### src/acs_pkg.sv
// Constants shared by the conversion sequencer.
// Assumes a single 100 MHz clock; converter clock arrives as an enable pulse.
package acs_pkg;
    localparam int SLOTS          = 16;
    localparam int SLOT_W         = 4;
    localparam int RESULT_W       = 12;
    localparam int CHAN_W         = 4;
    localparam int REF_W          = 3;
    localparam int CONV_CYCLES    = 13;
    localparam int CONV_CNT_W     = 4;
    localparam logic [3:0] TEMP_SENSOR_CHAN = 4'b1010;
    localparam logic [3:0] LAST_SLOT        = 4'hf;
    localparam logic [1:0] MODE_SINGLE      = 2'b00;
    localparam logic [1:0] MODE_SEQ         = 2'b01;
    localparam logic [1:0] MODE_REP_SINGLE  = 2'b10;
    localparam logic [1:0] MODE_REP_SEQ     = 2'b11;
    localparam logic [15:0] FLAGS_RESET     = 16'h0000;

    typedef enum logic [3:0]
    {
        ACS_IDLE   = 4'b0001,
        ACS_SAMPLE = 4'b0010,
        ACS_CONV   = 4'b0100,
        ACS_WAIT   = 4'b1000
    } acs_state_t;
endpackage

### src/acs_sequencer.sv
// Conversion sequencer: slot pointer, modes, stop handling, flags and DMA trigger.
// Assumes one clock; conversion_clock is a one-cycle enable; inputs are synchronous.

`timescale 1ns/10ps
`default_nettype none

module acs_sequencer
#(
    parameter int CONV_CYCLES = acs_pkg::CONV_CYCLES
)
(
    input  wire logic                          clk,
    input  wire logic                          rst,
    input  wire logic                          conversion_clock,
    input  wire logic                          conversion_arm,
    input  wire logic                          soft_start,
    input  wire logic                          use_soft_start,
    input  wire logic                          sample_request_input,
    input  wire logic                          sample_timer_en,
    input  wire logic                          auto_successive,
    input  wire logic [1:0]                    sequence_kind,
    input  wire logic [3:0]                    first_slot_select,
    input  wire logic                          ctl_wr,
    input  wire logic [3:0]                    ctl_wr_slot,
    input  wire logic [2:0]                    ctl_wr_reference_select,
    input  wire logic [3:0]                    ctl_wr_channel_select,
    input  wire logic                          ctl_wr_last_in_chain,
    input  wire logic [11:0]                   core_result,
    input  wire logic                          slot_rd,
    input  wire logic [3:0]                    slot_rd_idx,
    input  wire logic [15:0]                   flag_clear,
    input  wire logic [15:0]                   result_irq_enable,
    input  wire logic                          global_irq_enable,
    input  wire logic                          overrun_clear,
    input  wire logic                          trig_overrun_clear,
    output logic [11:0]                        slot_rd_data,
    output logic [15:0]                        result_ready_flag,
    output logic [15:0]                        result_irq,
    output logic                               result_overrun,
    output logic                               trigger_overrun,
    output logic                               busy,
    output logic                               dma_trigger,
    output logic                               sampling,
    output logic [3:0]                         active_channel,
    output logic [2:0]                         active_reference,
    output logic                               temp_sensor_on,
    output logic                               ref_gen_on
);

    acs_pkg::acs_state_t state_reg;
    logic [11:0] slot_mem [acs_pkg::SLOTS];
    logic [2:0]  ref_mem  [acs_pkg::SLOTS];
    logic [3:0]  chan_mem [acs_pkg::SLOTS];
    logic [15:0] last_mem_reg;
    logic [15:0] unread_reg;
    logic [3:0]  ptr_reg;
    logic [3:0]  cnt_reg;
    logic        trig_prev_reg;
    logic        start_prev_reg;
    logic        arm_prev_reg;
    logic        locked_reg;
    logic        stop_pend_reg;
    logic        mid_seq_reg;
    logic        trig_edge;
    logic        is_seq;
    logic        is_last;
    logic        conv_done;
    logic        abort_now;
    logic        seq_end;

    function automatic logic [3:0] next_slot(input logic [3:0] s);
        next_slot = (s == acs_pkg::LAST_SLOT) ? 4'h0 : s + 4'h1;
    endfunction

    function automatic logic slot_hit(input logic rd, input logic [3:0] idx, input int i);
        slot_hit = rd && (idx == 4'(i));
    endfunction

    assign is_seq    = sequence_kind[0];
    assign is_last   = last_mem_reg[ptr_reg] | ~is_seq;
    assign conv_done = (state_reg == acs_pkg::ACS_CONV) && conversion_clock
                       && (cnt_reg == 4'(CONV_CYCLES - 1));
    // Immediate abort only in single mode; other modes drain
    assign abort_now = !conversion_arm && (sequence_kind == acs_pkg::MODE_SINGLE);
    assign seq_end   = conv_done && is_last;
    // Trigger edge from the chosen source
    assign trig_edge = use_soft_start ? (soft_start && !start_prev_reg)
                                      : (sample_request_input && !trig_prev_reg);

    always_ff @(posedge clk)
    begin
        if (rst)
        begin
            trig_prev_reg  <= 1'b0;
            start_prev_reg <= 1'b0;
            arm_prev_reg   <= 1'b0;
        end
        else
        begin
            trig_prev_reg  <= sample_request_input;
            start_prev_reg <= soft_start;
            arm_prev_reg   <= conversion_arm;
        end
    end

    // Control entries; writes only honoured with arm low
    always_ff @(posedge clk)
    begin
        if (rst)
        begin
            last_mem_reg <= acs_pkg::FLAGS_RESET;
            for (int i = 0; i < acs_pkg::SLOTS; i++)
            begin
                ref_mem[i]  <= 3'h0;
                chan_mem[i] <= 4'h0;
            end
        end
        else if (ctl_wr && !conversion_arm)
        begin
            ref_mem[ctl_wr_slot]      <= ctl_wr_reference_select;
            chan_mem[ctl_wr_slot]     <= ctl_wr_channel_select;
            last_mem_reg[ctl_wr_slot] <= ctl_wr_last_in_chain;
        end
    end

    // Lock: non-soft triggers in single and sequence modes need arm toggled between runs
    always_ff @(posedge clk)
    begin
        if (rst || !conversion_arm)
            locked_reg <= 1'b0;
        else if (seq_end && !use_soft_start && !sequence_kind[1])
            locked_reg <= 1'b1;
        else if (auto_successive && sample_timer_en && state_reg != acs_pkg::ACS_IDLE
                 && sequence_kind[1])
            locked_reg <= 1'b1;
    end

    // Stop request latched on arm falling in repeat or sequence modes
    always_ff @(posedge clk)
    begin
        if (rst || state_reg == acs_pkg::ACS_IDLE)
            stop_pend_reg <= 1'b0;
        else if (arm_prev_reg && !conversion_arm)
            stop_pend_reg <= 1'b1;
    end

    // Busy spans the gaps between entries of a pass that waits for triggers
    always_ff @(posedge clk)
    begin
        if (rst || abort_now || state_reg == acs_pkg::ACS_IDLE)
            mid_seq_reg <= 1'b0;
        else if (conv_done && is_seq)
            mid_seq_reg <= !is_last;
    end

    // Main sequencing
    always_ff @(posedge clk)
    begin
        if (rst)
        begin
            state_reg <= acs_pkg::ACS_IDLE;
            ptr_reg   <= 4'h0;
            cnt_reg   <= 4'h0;
        end
        else if (abort_now && state_reg != acs_pkg::ACS_IDLE)
            state_reg <= acs_pkg::ACS_IDLE;
        else
        begin
            unique case (state_reg)
                acs_pkg::ACS_IDLE:
                    if (trig_edge && conversion_arm && !locked_reg)
                    begin
                        ptr_reg   <= first_slot_select;
                        state_reg <= acs_pkg::ACS_SAMPLE;
                    end
                acs_pkg::ACS_SAMPLE:
                    if (conversion_clock)
                    begin
                        cnt_reg   <= 4'h0;
                        state_reg <= acs_pkg::ACS_CONV;
                    end
                acs_pkg::ACS_CONV:
                    if (conversion_clock)
                    begin
                        cnt_reg <= cnt_reg + 4'h1;
                        if (conv_done)
                        begin
                            if (is_seq && !is_last)
                                ptr_reg <= next_slot(ptr_reg);
                            if (sequence_kind == acs_pkg::MODE_SINGLE)
                                state_reg <= acs_pkg::ACS_IDLE;
                            else if (sequence_kind == acs_pkg::MODE_SEQ && is_last)
                                state_reg <= acs_pkg::ACS_IDLE;
                            else if (stop_pend_reg && is_last)
                                state_reg <= acs_pkg::ACS_IDLE;
                            else if (auto_successive && sample_timer_en)
                            begin
                                if (is_last)
                                    ptr_reg <= first_slot_select;
                                state_reg <= acs_pkg::ACS_SAMPLE;
                            end
                            else
                                state_reg <= acs_pkg::ACS_WAIT;
                        end
                    end
                acs_pkg::ACS_WAIT:
                    if (stop_pend_reg && !mid_seq_reg)
                        state_reg <= acs_pkg::ACS_IDLE;
                    else if (trig_edge && (conversion_arm || mid_seq_reg))
                    begin
                        // Outside a pass the pointer still rests on the finished entry
                        if (sequence_kind == acs_pkg::MODE_REP_SEQ && !mid_seq_reg)
                            ptr_reg <= first_slot_select;
                        state_reg <= acs_pkg::ACS_SAMPLE;
                    end
                default:
                    state_reg <= acs_pkg::ACS_IDLE;
            endcase
        end
    end

    // Ready flags; set wins over clear
    always_ff @(posedge clk)
    begin
        if (rst)
            result_ready_flag <= acs_pkg::FLAGS_RESET;
        else
        begin
            for (int i = 0; i < acs_pkg::SLOTS; i++)
            begin
                if (conv_done && ptr_reg == 4'(i))
                    result_ready_flag[i] <= 1'b1;
                else if (slot_hit(slot_rd, slot_rd_idx, i) || flag_clear[i])
                    result_ready_flag[i] <= 1'b0;
            end
        end
    end

    // Unread state survives a direct flag clear; only a slot read consumes it
    always_ff @(posedge clk)
    begin
        if (rst)
            unread_reg <= acs_pkg::FLAGS_RESET;
        else
        begin
            for (int i = 0; i < acs_pkg::SLOTS; i++)
            begin
                if (conv_done && ptr_reg == 4'(i))
                    unread_reg[i] <= 1'b1;
                else if (slot_hit(slot_rd, slot_rd_idx, i))
                    unread_reg[i] <= 1'b0;
            end
        end
    end

    // Sticky; a fresh overwrite outranks the clear
    always_ff @(posedge clk)
    begin
        if (rst)
            result_overrun <= 1'b0;
        else if (conv_done && unread_reg[ptr_reg])
            result_overrun <= 1'b1;
        else if (overrun_clear)
            result_overrun <= 1'b0;
    end

    // Slot storage is not reset; a slot reads unknown until first written
    always_ff @(posedge clk)
    begin
        if (conv_done)
            slot_mem[ptr_reg] <= core_result;
    end

    always_ff @(posedge clk)
    begin
        if (rst)
            slot_rd_data <= 12'h000;
        else if (slot_rd)
            slot_rd_data <= slot_mem[slot_rd_idx];
    end

    // Edge during sampling or conversion is a trigger overrun
    always_ff @(posedge clk)
    begin
        if (rst)
            trigger_overrun <= 1'b0;
        else if (trig_edge && (state_reg == acs_pkg::ACS_SAMPLE || state_reg == acs_pkg::ACS_CONV))
            trigger_overrun <= 1'b1;
        else if (trig_overrun_clear)
            trigger_overrun <= 1'b0;
    end

    always_ff @(posedge clk)
    begin
        if (rst)
            dma_trigger <= 1'b0;
        else
            dma_trigger <= conv_done && (!is_seq || is_last);
    end

    // Sixteen sources: ready flags gated per slot and by the global enable
    assign result_irq       = result_ready_flag & result_irq_enable
                              & {16{global_irq_enable}};
    assign busy             = (state_reg == acs_pkg::ACS_SAMPLE)
                              || (state_reg == acs_pkg::ACS_CONV)
                              || (state_reg == acs_pkg::ACS_WAIT && mid_seq_reg);
    assign sampling         = (state_reg == acs_pkg::ACS_SAMPLE);
    assign active_channel   = chan_mem[ptr_reg];
    assign active_reference = ref_mem[ptr_reg];
    assign temp_sensor_on   = (chan_mem[ptr_reg] == acs_pkg::TEMP_SENSOR_CHAN);
    assign ref_gen_on       = temp_sensor_on;

endmodule

`default_nettype wire

### config.mk
export PLATFORM = sky130hd
export DESIGN_NAME = acs_sequencer
export DESIGN_NICKNAME = d
export VERILOG_FILES = /design/src/acs_pkg.sv /design/src/acs_sequencer.sv
export SDC_FILE = /design/constraint.sdc
export NUM_CORES = 1
export LEC_CHECK = 0
export BUFFER_PORTS_ARGS = -buffer_cell sky130_fd_sc_hd__buf_2
export CAP_MARGIN = 20
export CORE_UTILIZATION = 60
export CTS_CLUSTER_DIAMETER = 100
export CTS_CLUSTER_SIZE = 25
export DETAILED_ROUTE_END_ITERATION = 10
export GPL_ROUTABILITY_DRIVEN = 0
export MAX_ROUTING_LAYER = met4
export PLACE_DENSITY_LB_ADDON = 0.12
export SLEW_MARGIN = 10
export SYNTH_ARGS = -nofsm -noshare
export SYNTH_HDL_FRONTEND = slang
export SYNTH_SLANG_ARGS = --single-unit
### constraint.sdc
create_clock -name clk -period 3.15 [get_ports clk]
set_input_delay 0.4725 -clock clk [delete_from_list [all_inputs] [get_ports clk]]
set_output_delay 0.4725 -clock clk [all_outputs]
set_load 0.02 [all_outputs]
==> impl_results.rst, run 1 <==
.. list-table::
   :header-rows: 1

   * - Metric
     - Value
   * - Startpoint of the most critical register-to-register path
     - state_reg[2]
   * - Most area-consuming cells after synthesis
     - edfxtp_1, mux4_2, dfxtp_1
   * - Normalized max-slew margin
     - 53.0%
   * - Share of the synthesized area in the top cell type
     - 55.6%
   * - Main synth FF type
     - edfxtp_1
   * - Net Count, Synth
     - 1149
   * - Yosys warning total
     - 0
   * - Setup Skew
     - 0.0135 ns
   * - Die Wd
     - 167 um
   * - Setup slack, reg-to-reg
     - 0.51 ns
   * - Die boundary height
     - 167 um
   * - Hold Vio Cnt, Final
     - 0
   * - Num rows
     - 60
   * - Worst hold path stage count
     - 2
   * - Share of cells above drive strength 1
     - 25.9%
   * - Share of the cycle needed by the critical path after routing
     - 97.4%
   * - Required @ worst endpoint
     - 2.68 ns
   * - Starting utilization of the core area
     - 61.1%
   * - Count of pins over their slew limit
     - 0
   * - Overall global routing resource usage
     - 27.4%
   * - Layout overhead on the synthesized area
     - 10.7%
   * - Multi-input gate area in the final layout
     - 5170 um2
   * - Clock transition at the register clock pins on the worst setup and hold paths after CTS
     - 0.10 ns
   * - Hold endpoint
     - trig_prev_reg
   * - Sort of element at the end of the critical path
     - output port
   * - Area of the core region
     - 26900 um2
   * - Router iterations before antenna repair
     - 5
   * - Arr. time, crit path
     - 2.60 ns
   * - First-pass GRT wire length
     - 55900 um
   * - Count of distinct cell types in the synthesized netlist
     - 56
   * - Total number of vias
     - 9408
   * - Unrepaired setup endpoints after global routing
     - no
   * - Remaining Overflow, GRT
     - 0
   * - Reg-to-reg critical path endpoint
     - slot_mem[11][4]
   * - DRC marker count from the first detailed-route iteration
     - 858
   * - Buffer levels on the longest clock path
     - 3
   * - Min-Delay Path Class
     - input pin to flop
   * - Slew at the pin with the worst max-slew slack
     - 0.705 ns
   * - Result of the run
     - finished clean
   * - Largest net degree at the start of global routing
     - 53
   * - Number of flip-flops under the largest register name
     - 192
   * - Number of CTS-inserted buffers
     - 19
   * - Static power due to leakage
     - 0.00654 uW
   * - Via/cell ratio
     - 6.07
   * - Start point of the worst hold path
     - sample_request_input
   * - Min cycle time layout
     - 3.07 ns
   * - Die area
     - 28000 um2
   * - TritonCTS sink count
     - 389
   * - Gate Count Post-Synth
     - 1063
   * - Total of buffers placed on input and output ports
     - 137
   * - Post-synthesis async set-or-reset flop share
     - 0%
   * - Share of the yosys chip area belonging to registers
     - 66.0%
   * - Initial antenna violation count
     - 1
   * - Top flop regs
     - slot_mem x192, chan_mem x64, ref_mem x48
   * - Pwr dens
     - 581 nW/um2
   * - Cell at the root of the clock tree
     - clkbuf_16
   * - Largest fanout on the critical path
     - 14
   * - Via count of the first global-routing pass
     - 9686
   * - Filler cell count in the final layout
     - 1869
   * - Critical setup path kind
     - flop to output port
   * - H-tree depth
     - 1
   * - Total half-perimeter wirelength after legalization and detailed placement
     - 24300 um
   * - Mean instance size in the synthesized netlist
     - 15.4 um2
   * - Clock latency on the worst-skew pair
     - 0.53 ns
   * - FF+latch area
     - 10800 um2
   * - Number of storage elements in the synthesis netlist
     - 389
   * - Synth area leader
     - edfxtp_1
   * - Cell with the most instances after synthesis
     - edfxtp_1
   * - Max Fclk
     - 326 MHz
   * - Final net count
     - 1282
   * - Type of origin of the critical path
     - flop
   * - Post-Synthesis Cell Area
     - 16400 um2
   * - Fin worst setup slack
     - 0.0817 ns
   * - Number of nets still failing antenna checks after routing
     - 0
   * - EDFF count, synth
     - 304
   * - Total negative slack
     - 0 ns
   * - Ranking of synthesized cells by instance count
     - edfxtp_1, and2_1, mux4_2, dfxtp_1
   * - TritonCTS clock tree
     - yes
   * - Worst Setup Slack post-DPL
     - 0.552 ns
   * - Mean routed wirelength per cell
     - 23.5 um
   * - Number of I/O pins
     - 138
   * - Register bank with the most flops
     - slot_mem
   * - Cells on worst reg2reg path
     - 7
   * - WL final
     - 36400 um
   * - Post-detailed-route DRC marker count
     - 0
   * - Total of endpoints with negative setup slack in the final report
     - 0
   * - Maximum resistive drop on vdd
     - 0.000538 V
   * - Max-capacitance violation count
     - 0
## routing by layer
layer	track usage, %	part of all wire, %	wire length, um	vias to the layer above
li1	-	-	-	4288
met1	33.1	38	14000	4737
met2	48.3	53	19300	302
met3	3.10	5.0	1810	81
met4	9.33	3.6	1310	0
met5	-	0	0	-
## placed cells by master (no fill, tap or decap), types with 2 or more instances in the layout
cell type	synthesis	final
nor2b_1	13	13
nor3b_1	4	4
clkbuf_16	0	20
and3_1	21	21
nand4_1	3	3
edfxtp_1	304	304
nand2b_1	5	5
buf_12	0	4
clkbuf_1	39	13
buf_2	13	134
or4_1	3	3
a31oi_1	3	3
mux2i_1	20	20
a22o_1	15	15
a311oi_1	4	4
a21o_1	2	2
mux4_2	102	102
o21ai_0	12	12
nor4b_2	2	2
o22ai_1	2	2
dfxtp_1	85	84
a41oi_1	3	3
and2_1	116	116
nor4b_1	2	2
nor4_1	2	2
nand2_1	59	59
a21oi_1	59	59
nor2_1	50	50
ha_1	6	6
nand3b_1	20	20
buf_4	2	35
nor3_1	11	10
mux2_2	2	2
inv_1	39	39
nand3_1	11	11
## through the flow
| stage | cell area [um2] | util (%) | power (uW) | hold slack [ns] | instances |
|---|---|---|---|---|---|
| after floorplan | 16400 | - | 7290 | 0.433 | 1063 |
| after global placement | 17600 | 65.4 | 7890 | 0.447 | 1515 |
| after detailed placement | 17600 | 65.4 | 7890 | 0.447 | 1515 |
| after CTS | 18100 | 67.5 | 10500 | 0.153 | 1549 |
| after global routing | 18200 | 67.6 | 10900 | 0.154 | 1551 |
| final | 18200 | 67.6 | 10600 | 0.165 | 1551 |
## cell families (layout without fill, tap and decap cells)
logic type / after synthesis / after routing / share of synthesized area, %
XOR/XNOR: 1 / 1 / 0.0533
flip-flops: 389 / 389 / 66.0
buffers and inverters: 102 / 248 / 2.61
AO/OA/AOI/OAI: 108 / 108 / 4.05
other: 0 / 1 / 0
AND/OR/NAND/NOR: 333 / 333 / 11.5
multiplexers: 124 / 124 / 15.3
adder cells (fa/ha/maj): 6 / 6 / 0.457
## worst max-delay path by stage
stage | start | slack (ns) | to | cells after the start
after floorplan | flop | 0.09 | temp_sensor_on | 6
after global placement | use_soft_start | 0.59 | flop | 7
after detailed placement | use_soft_start | 0.55 | flop | 7
after CTS | flop | 0.03 | temp_sensor_on | 5
after global routing | flop | 0.02 | temp_sensor_on | 5
final | flop | 0.08 | ref_gen_on | 5
## cell type report
type                    count  share of cell area (%)
flip-flops and latches    389                    59.6
multi-input cells         572                    28.5
repair buffers            174                    5.71
clock buffers              32                    2.88
well taps                 341                    2.35
inverters                  40                   0.826
clock inverters             2                   0.138
diodes                      1                  0.0138
## worst max-delay path, stage by stage (launching register included)
cell and delay [ns]:
dfxtp_2 0.41, buf_12 0.20, mux4_2 0.55, mux4_2 0.52, nor3_4 0.20, buf_4 0.17
## power by group
part	switching [uW]	total (uW)	leakage (uW)	internal, uW
clock network	1550	2710	0.000261	1170
logic	1070	2000	0.00280	927
registers	167	5840	0.00348	5670
## what timing repair did
item,4_1_cts,5_1_grt
endpoints found under the hold margin,0,0
hold buffers,0,0
setup buffers,0,0
setup endpoints to repair,0,2
resized for setup,0,3
(Power assumes the default switching activity.)
==> run 2: changes to the inputs <==
- CORE_UTILIZATION: 60 -> 64
- SLEW_MARGIN: 10 -> default
- clock period: 3.15 -> 3.8 ns (I/O delays scaled with it)
==> run 2 against run 1 <==
Core utilization up 3.5 points. Wire length up 1.8%. Register-to-register slack better by 0.13 ns. Critical path type unchanged.
==> impl_results.rst, run 2 (same netlist as run 1, synthesis figures left out) <==
.. list-table::
   :header-rows: 1

   * - Metric
     - Value
   * - Slew at the pin with the worst max-slew slack
     - 1.04 ns (+0.335 ns)
   * - Top flop regs
     - slot_mem x192, chan_mem x64, ref_mem x48
   * - Cells after DPL
     - 1475 (-2.6%)
   * - Buffer levels on the longest clock path
     - 3 (unchanged)
   * - Hold-fix buffers at CTS
     - 0 (unchanged)
   * - Hold Vio Cnt, Final
     - 0 (unchanged)
   * - Worst hold path stage count
     - 2 (unchanged)
   * - Reg-to-reg critical path endpoint
     - slot_mem[11][6]
   * - Maximum resistive drop on vdd
     - 0.000554 V (+3.1%)
   * - Normalized max-slew margin
     - 30.2% (-23 points)
   * - Remaining Overflow, GRT
     - 0 (unchanged)
   * - Total of endpoints with negative setup slack in the final report
     - 0 (unchanged)
   * - Die Wd
     - 162 um (-3.1%)
   * - Overall global routing resource usage
     - 30.0% (+2.6 points)
   * - Sort of element at the end of the critical path
     - output port
   * - Postcts setup bufs
     - 0 (unchanged)
   * - Start point of the worst hold path
     - sample_request_input
   * - Total of buffers placed on input and output ports
     - 137 (unchanged)
   * - Startpoint of the most critical register-to-register path
     - state_reg[2]
   * - Required @ worst endpoint
     - 3.23 ns (+0.55 ns)
   * - Unrepaired setup endpoints after global routing
     - no
   * - Result of the run
     - finished clean
   * - Number of I/O pins
     - 138 (unchanged)
   * - Largest fanout on the critical path
     - 23 (+9)
   * - Max Fclk
     - 292 MHz
   * - Count of pins over their slew limit
     - 0 (unchanged)
   * - WL final
     - 37000 um (+1.8%)
   * - Pwr dens
     - 489 nW/um2 (-16%)
   * - Clock transition at the register clock pins on the worst setup and hold paths after CTS
     - 0.10 ns (about the same)
   * - Total negative slack
     - 0 ns (unchanged)
   * - Layout overhead on the synthesized area
     - 9.02%
   * - Share of the cycle needed by the critical path after routing
     - 90.0%
   * - Register bank with the most flops
     - slot_mem
   * - Setup slack, reg-to-reg
     - 0.64 ns (+0.13 ns)
   * - TritonCTS clock tree
     - yes
   * - Via/cell ratio
     - 6.30 (+3.8%)
   * - Max-capacitance violation count
     - 0 (unchanged)
   * - Type of origin of the critical path
     - flop
   * - Number of nets still failing antenna checks after routing
     - 0 (unchanged)
   * - Leading cell types in the layout, fill and taps excluded
     - edfxtp_1, buf_2, and2_1
   * - H-tree depth
     - 1 (unchanged)
   * - Largest net degree at the start of global routing
     - 53 (unchanged)
   * - Setup Skew
     - 0.0194 ns (+0.00593 ns)
   * - Critical setup path kind
     - flop to output port
   * - Clock latency on the worst-skew pair
     - 0.54 ns (about the same)
   * - Via count of the first global-routing pass
     - 9541 (-1.5%)
   * - Initial antenna violation count
     - 0 (-1)
   * - Cell at the root of the clock tree
     - clkbuf_16
   * - First-pass GRT wire length
     - 56500 um (+1.1%)
   * - Number of non-filler instances in the completed layout
     - 1509 (-2.7%)
   * - Static power due to leakage
     - 0.00638 uW (-2.5%)
   * - Hold endpoint
     - trig_prev_reg
   * - Commonest non-fill, non-tap cell in the layout
     - edfxtp_1
   * - Router iterations before antenna repair
     - 5 (unchanged)
   * - DRC marker count from the first detailed-route iteration
     - 888 (+3.5%)
   * - Area of the core region
     - 25200 um2 (-6.3%)
   * - Die area
     - 26300 um2 (-6.2%)
   * - Share of cells above drive strength 1
     - 24.0% (-1.9 points)
   * - Starting utilization of the core area
     - 65.2% (+4.1 points)
   * - Number of resized instances in the post-cts repair step
     - 0 (unchanged)
   * - Min-Delay Path Class
     - input pin to flop
   * - Num rows
     - 58 (-3.3%)
   * - Arr. time, crit path
     - 2.85 ns (+0.25 ns)
   * - Die boundary height
     - 162 um (-3.1%)
   * - Final net count
     - 1252 (-2.3%)
   * - Total number of vias
     - 9503 (+1.0%)
   * - TritonCTS sink count
     - 389 (unchanged)
   * - Total half-perimeter wirelength after legalization and detailed placement
     - 25600 um (+5.2%)
   * - Number of CTS-inserted buffers
     - 19 (unchanged)
   * - Mean routed wirelength per cell
     - 24.5 um (+4.6%)
   * - Cells on worst reg2reg path
     - 6 (-1)
   * - Diodes inserted
     - 0 (-1)
   * - Number of flip-flops under the largest register name
     - 192 (unchanged)
   * - Post-detailed-route DRC marker count
     - 0 (unchanged)
   * - Min cycle time layout
     - 3.42 ns
[run 2: stage by stage]
| stage | area [um2] | util (%) | total power [uW] | worst slack, ns | hold slack, ns |
|---|---|---|---|---|---|
| 2_1_floorplan | 16400 | - | 6040 | 0.426 | 0.433 |
| 3_3_place_gp | 17300 | 68.8 | 6490 | 0.795 | 0.451 |
| 3_5_place_dp | 17300 | 68.8 | 6520 | 0.691 | 0.449 |
| 4_1_cts | 17900 | 71.1 | 8770 | 0.347 | 0.261 |
| 5_1_grt | 17900 | 71.1 | 9010 | 0.267 | 0.265 |
| 6_report | 17900 | 71.1 | 8750 | 0.379 | 0.275 |
[run 2: worst max-delay path by stage]
stage | start | end | slack (ns) | cells after the start
floorplan | flop | temp_sensor_on | 0.43 | 6
global placement | state_reg[2] | slot_mem[9][3] | 0.80 | 6
detailed placement | state_reg[2] | slot_mem[11][6] | 0.69 | 6
CTS | flop | ref_gen_on | 0.35 | 5
global route | flop | ref_gen_on | 0.27 | 5
finish | flop | ref_gen_on | 0.38 | 5
[run 2: critical path: stages, from the launching register on]
cell	delay [ns]
dfxtp_2	0.48
buf_12	0.25
mux4_2	0.55
mux4_2	0.51
nor3_1	0.30
buf_2	0.23
[run 2: report_power, final]
group          leakage (uW)  switching, uW  total (uW)  internal, uW
Combinational       0.00262            814        1530           713
Clock              0.000272           1300        2330          1030
Sequential          0.00348            187        4890          4700
[run 2: cell type report]
| type | count | area, um2 |
|---|---|---|
| clock buffer | 31 | 520 |
| clock inverter | 3 | 47.5 |
| fill | 1631 | 7280 |
| inverter | 40 | 150 |
| multi-input combinational | 572 | 5160 |
| sequential | 389 | 10800 |
| tap | 330 | 413 |
| timing repair buffer | 144 | 778 |
[run 2: layer usage]
| metal | track usage [%] | share of wire, % | vias up |
|---|---|---|---|
| li1 | - | - | 4233 |
| met1 | 39.2 | 40 | 4832 |
| met2 | 51.1 | 52 | 372 |
| met3 | 2.89 | 5.5 | 66 |
| met4 | 7.63 | 2.7 | 0 |
| met5 | - | 0 | - |
==> run 3: changes to the inputs <==
==> constraint.sdc (replaced) <==
create_clock -name clk -period 3.8 [get_ports clk]
set_input_delay 0.76 -clock clk [delete_from_list [all_inputs] [get_ports clk]]
set_output_delay 0.76 -clock clk [all_outputs]
set_load 0.02 [all_outputs]
==> run 3 against run 2 <==
Clock-buffer cell count rose by 1. Cell area grew 0.48%. Setup slack got worse by 0.16 ns. First-iteration DRC count rose by 14%. Sequential power is essentially flat. Maximum frequency is 4.4% lower. Die area unchanged. Non-clock buffer count grew 14. Core utilization is 0.34 points higher. Sequential cell count stayed put.
==> impl_results.rst, run 3 (same netlist as run 1, synthesis figures left out) <==
.. list-table::
   :header-rows: 1

   * - Metric
     - Value
   * - Number of nets still failing antenna checks after routing
     - 0 (unchanged)
   * - Hold-fix buffers at CTS
     - 0 (unchanged)
   * - Max Fclk
     - 280 MHz (-4.4%)
   * - H-tree depth
     - 1 (unchanged)
   * - CP max stage delay
     - 0.66 ns (+0.11 ns)
   * - Maximum resistive drop on vdd
     - 0.000515 V (-7.2%)
   * - Number of resized instances in the post-cts repair step
     - 0 (unchanged)
   * - Arr. time, crit path
     - 2.82 ns (-0.03 ns)
   * - Top flop regs
     - slot_mem x192, chan_mem x64, ref_mem x48
   * - Slew at the pin with the worst max-slew slack
     - 0.961 ns (-0.0785 ns)
   * - Post-detailed-route DRC marker count
     - 0 (unchanged)
   * - Router iterations before antenna repair
     - 5 (unchanged)
   * - Cell at the root of the clock tree
     - clkbuf_16
   * - Delay-heaviest family, CP
     - multiplexers
   * - Setup slack, reg-to-reg
     - 0.67 ns (+0.03 ns)
   * - Die Wd
     - 162 um (unchanged)
   * - Required @ worst endpoint
     - 3.04 ns (-0.19 ns)
   * - Clock transition at the register clock pins on the worst setup and hold paths after CTS
     - 0.10 ns (about the same)
   * - Total negative slack
     - 0 ns (unchanged)
   * - Postcts setup bufs
     - 0 (unchanged)
   * - Die boundary height
     - 162 um (unchanged)
   * - Pwr dens
     - 481 nW/um2 (-1.6%)
   * - Total half-perimeter wirelength after legalization and detailed placement
     - 24000 um (-6.1%)
   * - WL final
     - 35500 um (-4.2%)
   * - Critical setup path kind
     - flop to output port
   * - Remaining Overflow, GRT
     - 0 (unchanged)
   * - Normalized max-slew margin
     - 35.4% (+5.3 points)
   * - Min cycle time layout
     - 3.58 ns (+0.156 ns)
   * - Total of buffers placed on input and output ports
     - 137 (unchanged)
   * - Count of pins over their slew limit
     - 0 (unchanged)
   * - Slowest stage cell on the critical path
     - dfxtp_2
   * - Multi-input gate area in the final layout
     - 5160 um2 (unchanged)
   * - Commonest non-fill, non-tap cell in the layout
     - edfxtp_1
   * - Buffer levels on the longest clock path
     - 3 (unchanged)
   * - Sort of element at the end of the critical path
     - output port
   * - Share of cells above drive strength 1
     - 24.8% (+0.81 points)
   * - Filler cell count in the final layout
     - 1636 (+0.31%)
   * - Setup Skew
     - 0.0167 ns (-0.00270 ns)
   * - Register bank with the most flops
     - slot_mem
   * - Max-capacitance violation count
     - 0 (unchanged)
   * - Area of all placed cells without fillers
     - 18000 um2 (+0.48%)
   * - TritonCTS sink count
     - 389 (unchanged)
   * - DRC marker count from the first detailed-route iteration
     - 1016 (+14%)
   * - Initial antenna violation count
     - 0 (unchanged)
   * - Via/cell ratio
     - 6.18 (-1.9%)
   * - Crit path buf inv count
     - 2 (unchanged)
   * - Unrepaired setup endpoints after global routing
     - no
   * - Diodes inserted
     - 0 (unchanged)
   * - Type of origin of the critical path
     - flop
   * - Starting utilization of the core area
     - 65.2% (unchanged)
   * - Via count of the first global-routing pass
     - 9297 (-2.6%)
   * - Total of endpoints with negative setup slack in the final report
     - 0 (unchanged)
   * - Static power due to leakage
     - 0.00644 uW (+1.0%)
   * - Num rows
     - 58 (unchanged)
   * - Cell area reported after detailed placement
     - 17400 um2 (+0.61%)
   * - Mean routed wirelength per cell
     - 23.3 um (-5.1%)
   * - Largest net degree at the start of global routing
     - 53 (unchanged)
   * - List of cells traversed by the critical path
     - buf_4, mux4_2, mux4_2, nand2_1, nor3_1, buf_2
   * - TritonCTS clock tree
     - yes
   * - Clock latency on the worst-skew pair
     - 0.53 ns (about the same)
   * - Die area
     - 26300 um2 (unchanged)
   * - Number of I/O pins
     - 138 (unchanged)
   * - Total number of vias
     - 9409 (-0.99%)
   * - Top cell by count, worst path
     - mux4_2
   * - Number of CTS-inserted buffers
     - 19 (unchanged)
   * - Number of flip-flops under the largest register name
     - 192 (unchanged)
   * - Share of the cycle needed by the critical path after routing
     - 94.1% (+4.1 points)
   * - Overall global routing resource usage
     - 28.8% (-1.2 points)
   * - Min-Delay Path Class
     - input pin to flop
   * - Final net count
     - 1266 (+1.1%)
   * - First-pass GRT wire length
     - 54500 um (-3.5%)
   * - Area of the core region
     - 25200 um2 (unchanged)
   * - Leading cell types in the layout, fill and taps excluded
     - edfxtp_1, buf_2, and2_1
   * - Largest fanout on the critical path
     - 16 (-30%)
   * - FF+latch area
     - 10800 um2 (unchanged)
   * - Hold Vio Cnt, Final
     - 0 (unchanged)
   * - Result of the run
     - finished clean
   * - Layout overhead on the synthesized area
     - 9.55%
## run 3: cell count changes in the layout (fill, tap and decap cells not counted)
| cell | before | now |
|---|---|---|
| buf_4 | 5 | 19 |
| bufinv_16 | 1 | 0 |
| clkbuf_1 | 12 | 13 |
| clkinv_8 | 0 | 1 |
| inv_6 | 2 | 1 |
## run 3: cell type report
type,count,share of cell area (%)
Multi-Input combinational cell,572,28.7
Timing Repair Buffer,158,4.91
Sequential cell,389,60.2
Clock inverter,2,0.139
Clock buffer,32,2.91
Tap cell,330,2.30
Inverter,40,0.835
## run 3: report_power, final
part / switching [uW] / internal (uW) / total (uW)
Clock: 1280 / 968 / 2250
Combinational: 778 / 726 / 1500
Sequential: 194 / 4700 / 4900
## run 3: through the flow
| step | cells | worst slack [ns] | power [uW] | util [%] | hold slack (ns) |
|---|---|---|---|---|---|
| after floorplan | 1063 | 0.236 | 6040 | - | 0.433 |
| after global placement | 1489 | 0.774 | 6470 | 69.3 | 0.442 |
| after detailed placement | 1489 | 0.699 | 6500 | 69.3 | 0.447 |
| after CTS | 1523 | 0.176 | 8680 | 71.4 | 0.443 |
| after global routing | 1523 | 0.0718 | 8940 | 71.4 | 0.445 |
| final | 1523 | 0.223 | 8650 | 71.4 | 0.451 |
## run 3: final timing paths
path / startpoint / end / depth (start not counted)
hold / removal: sample_request_input / trig_prev_reg / 2
hold reg to reg: unread_reg[15] / unread_reg[15] / 2
setup reg to reg: state_reg[2] / slot_mem[4][9] / 6
setup / recovery: flop / temp_sensor_on / 6
## run 3: per-layer routing
metal	global-route usage, %	share of wire (%)
met5	-	0
met4	7.25	2.3
met3	2.86	5.8
met2	48.3	52
met1	38.4	40
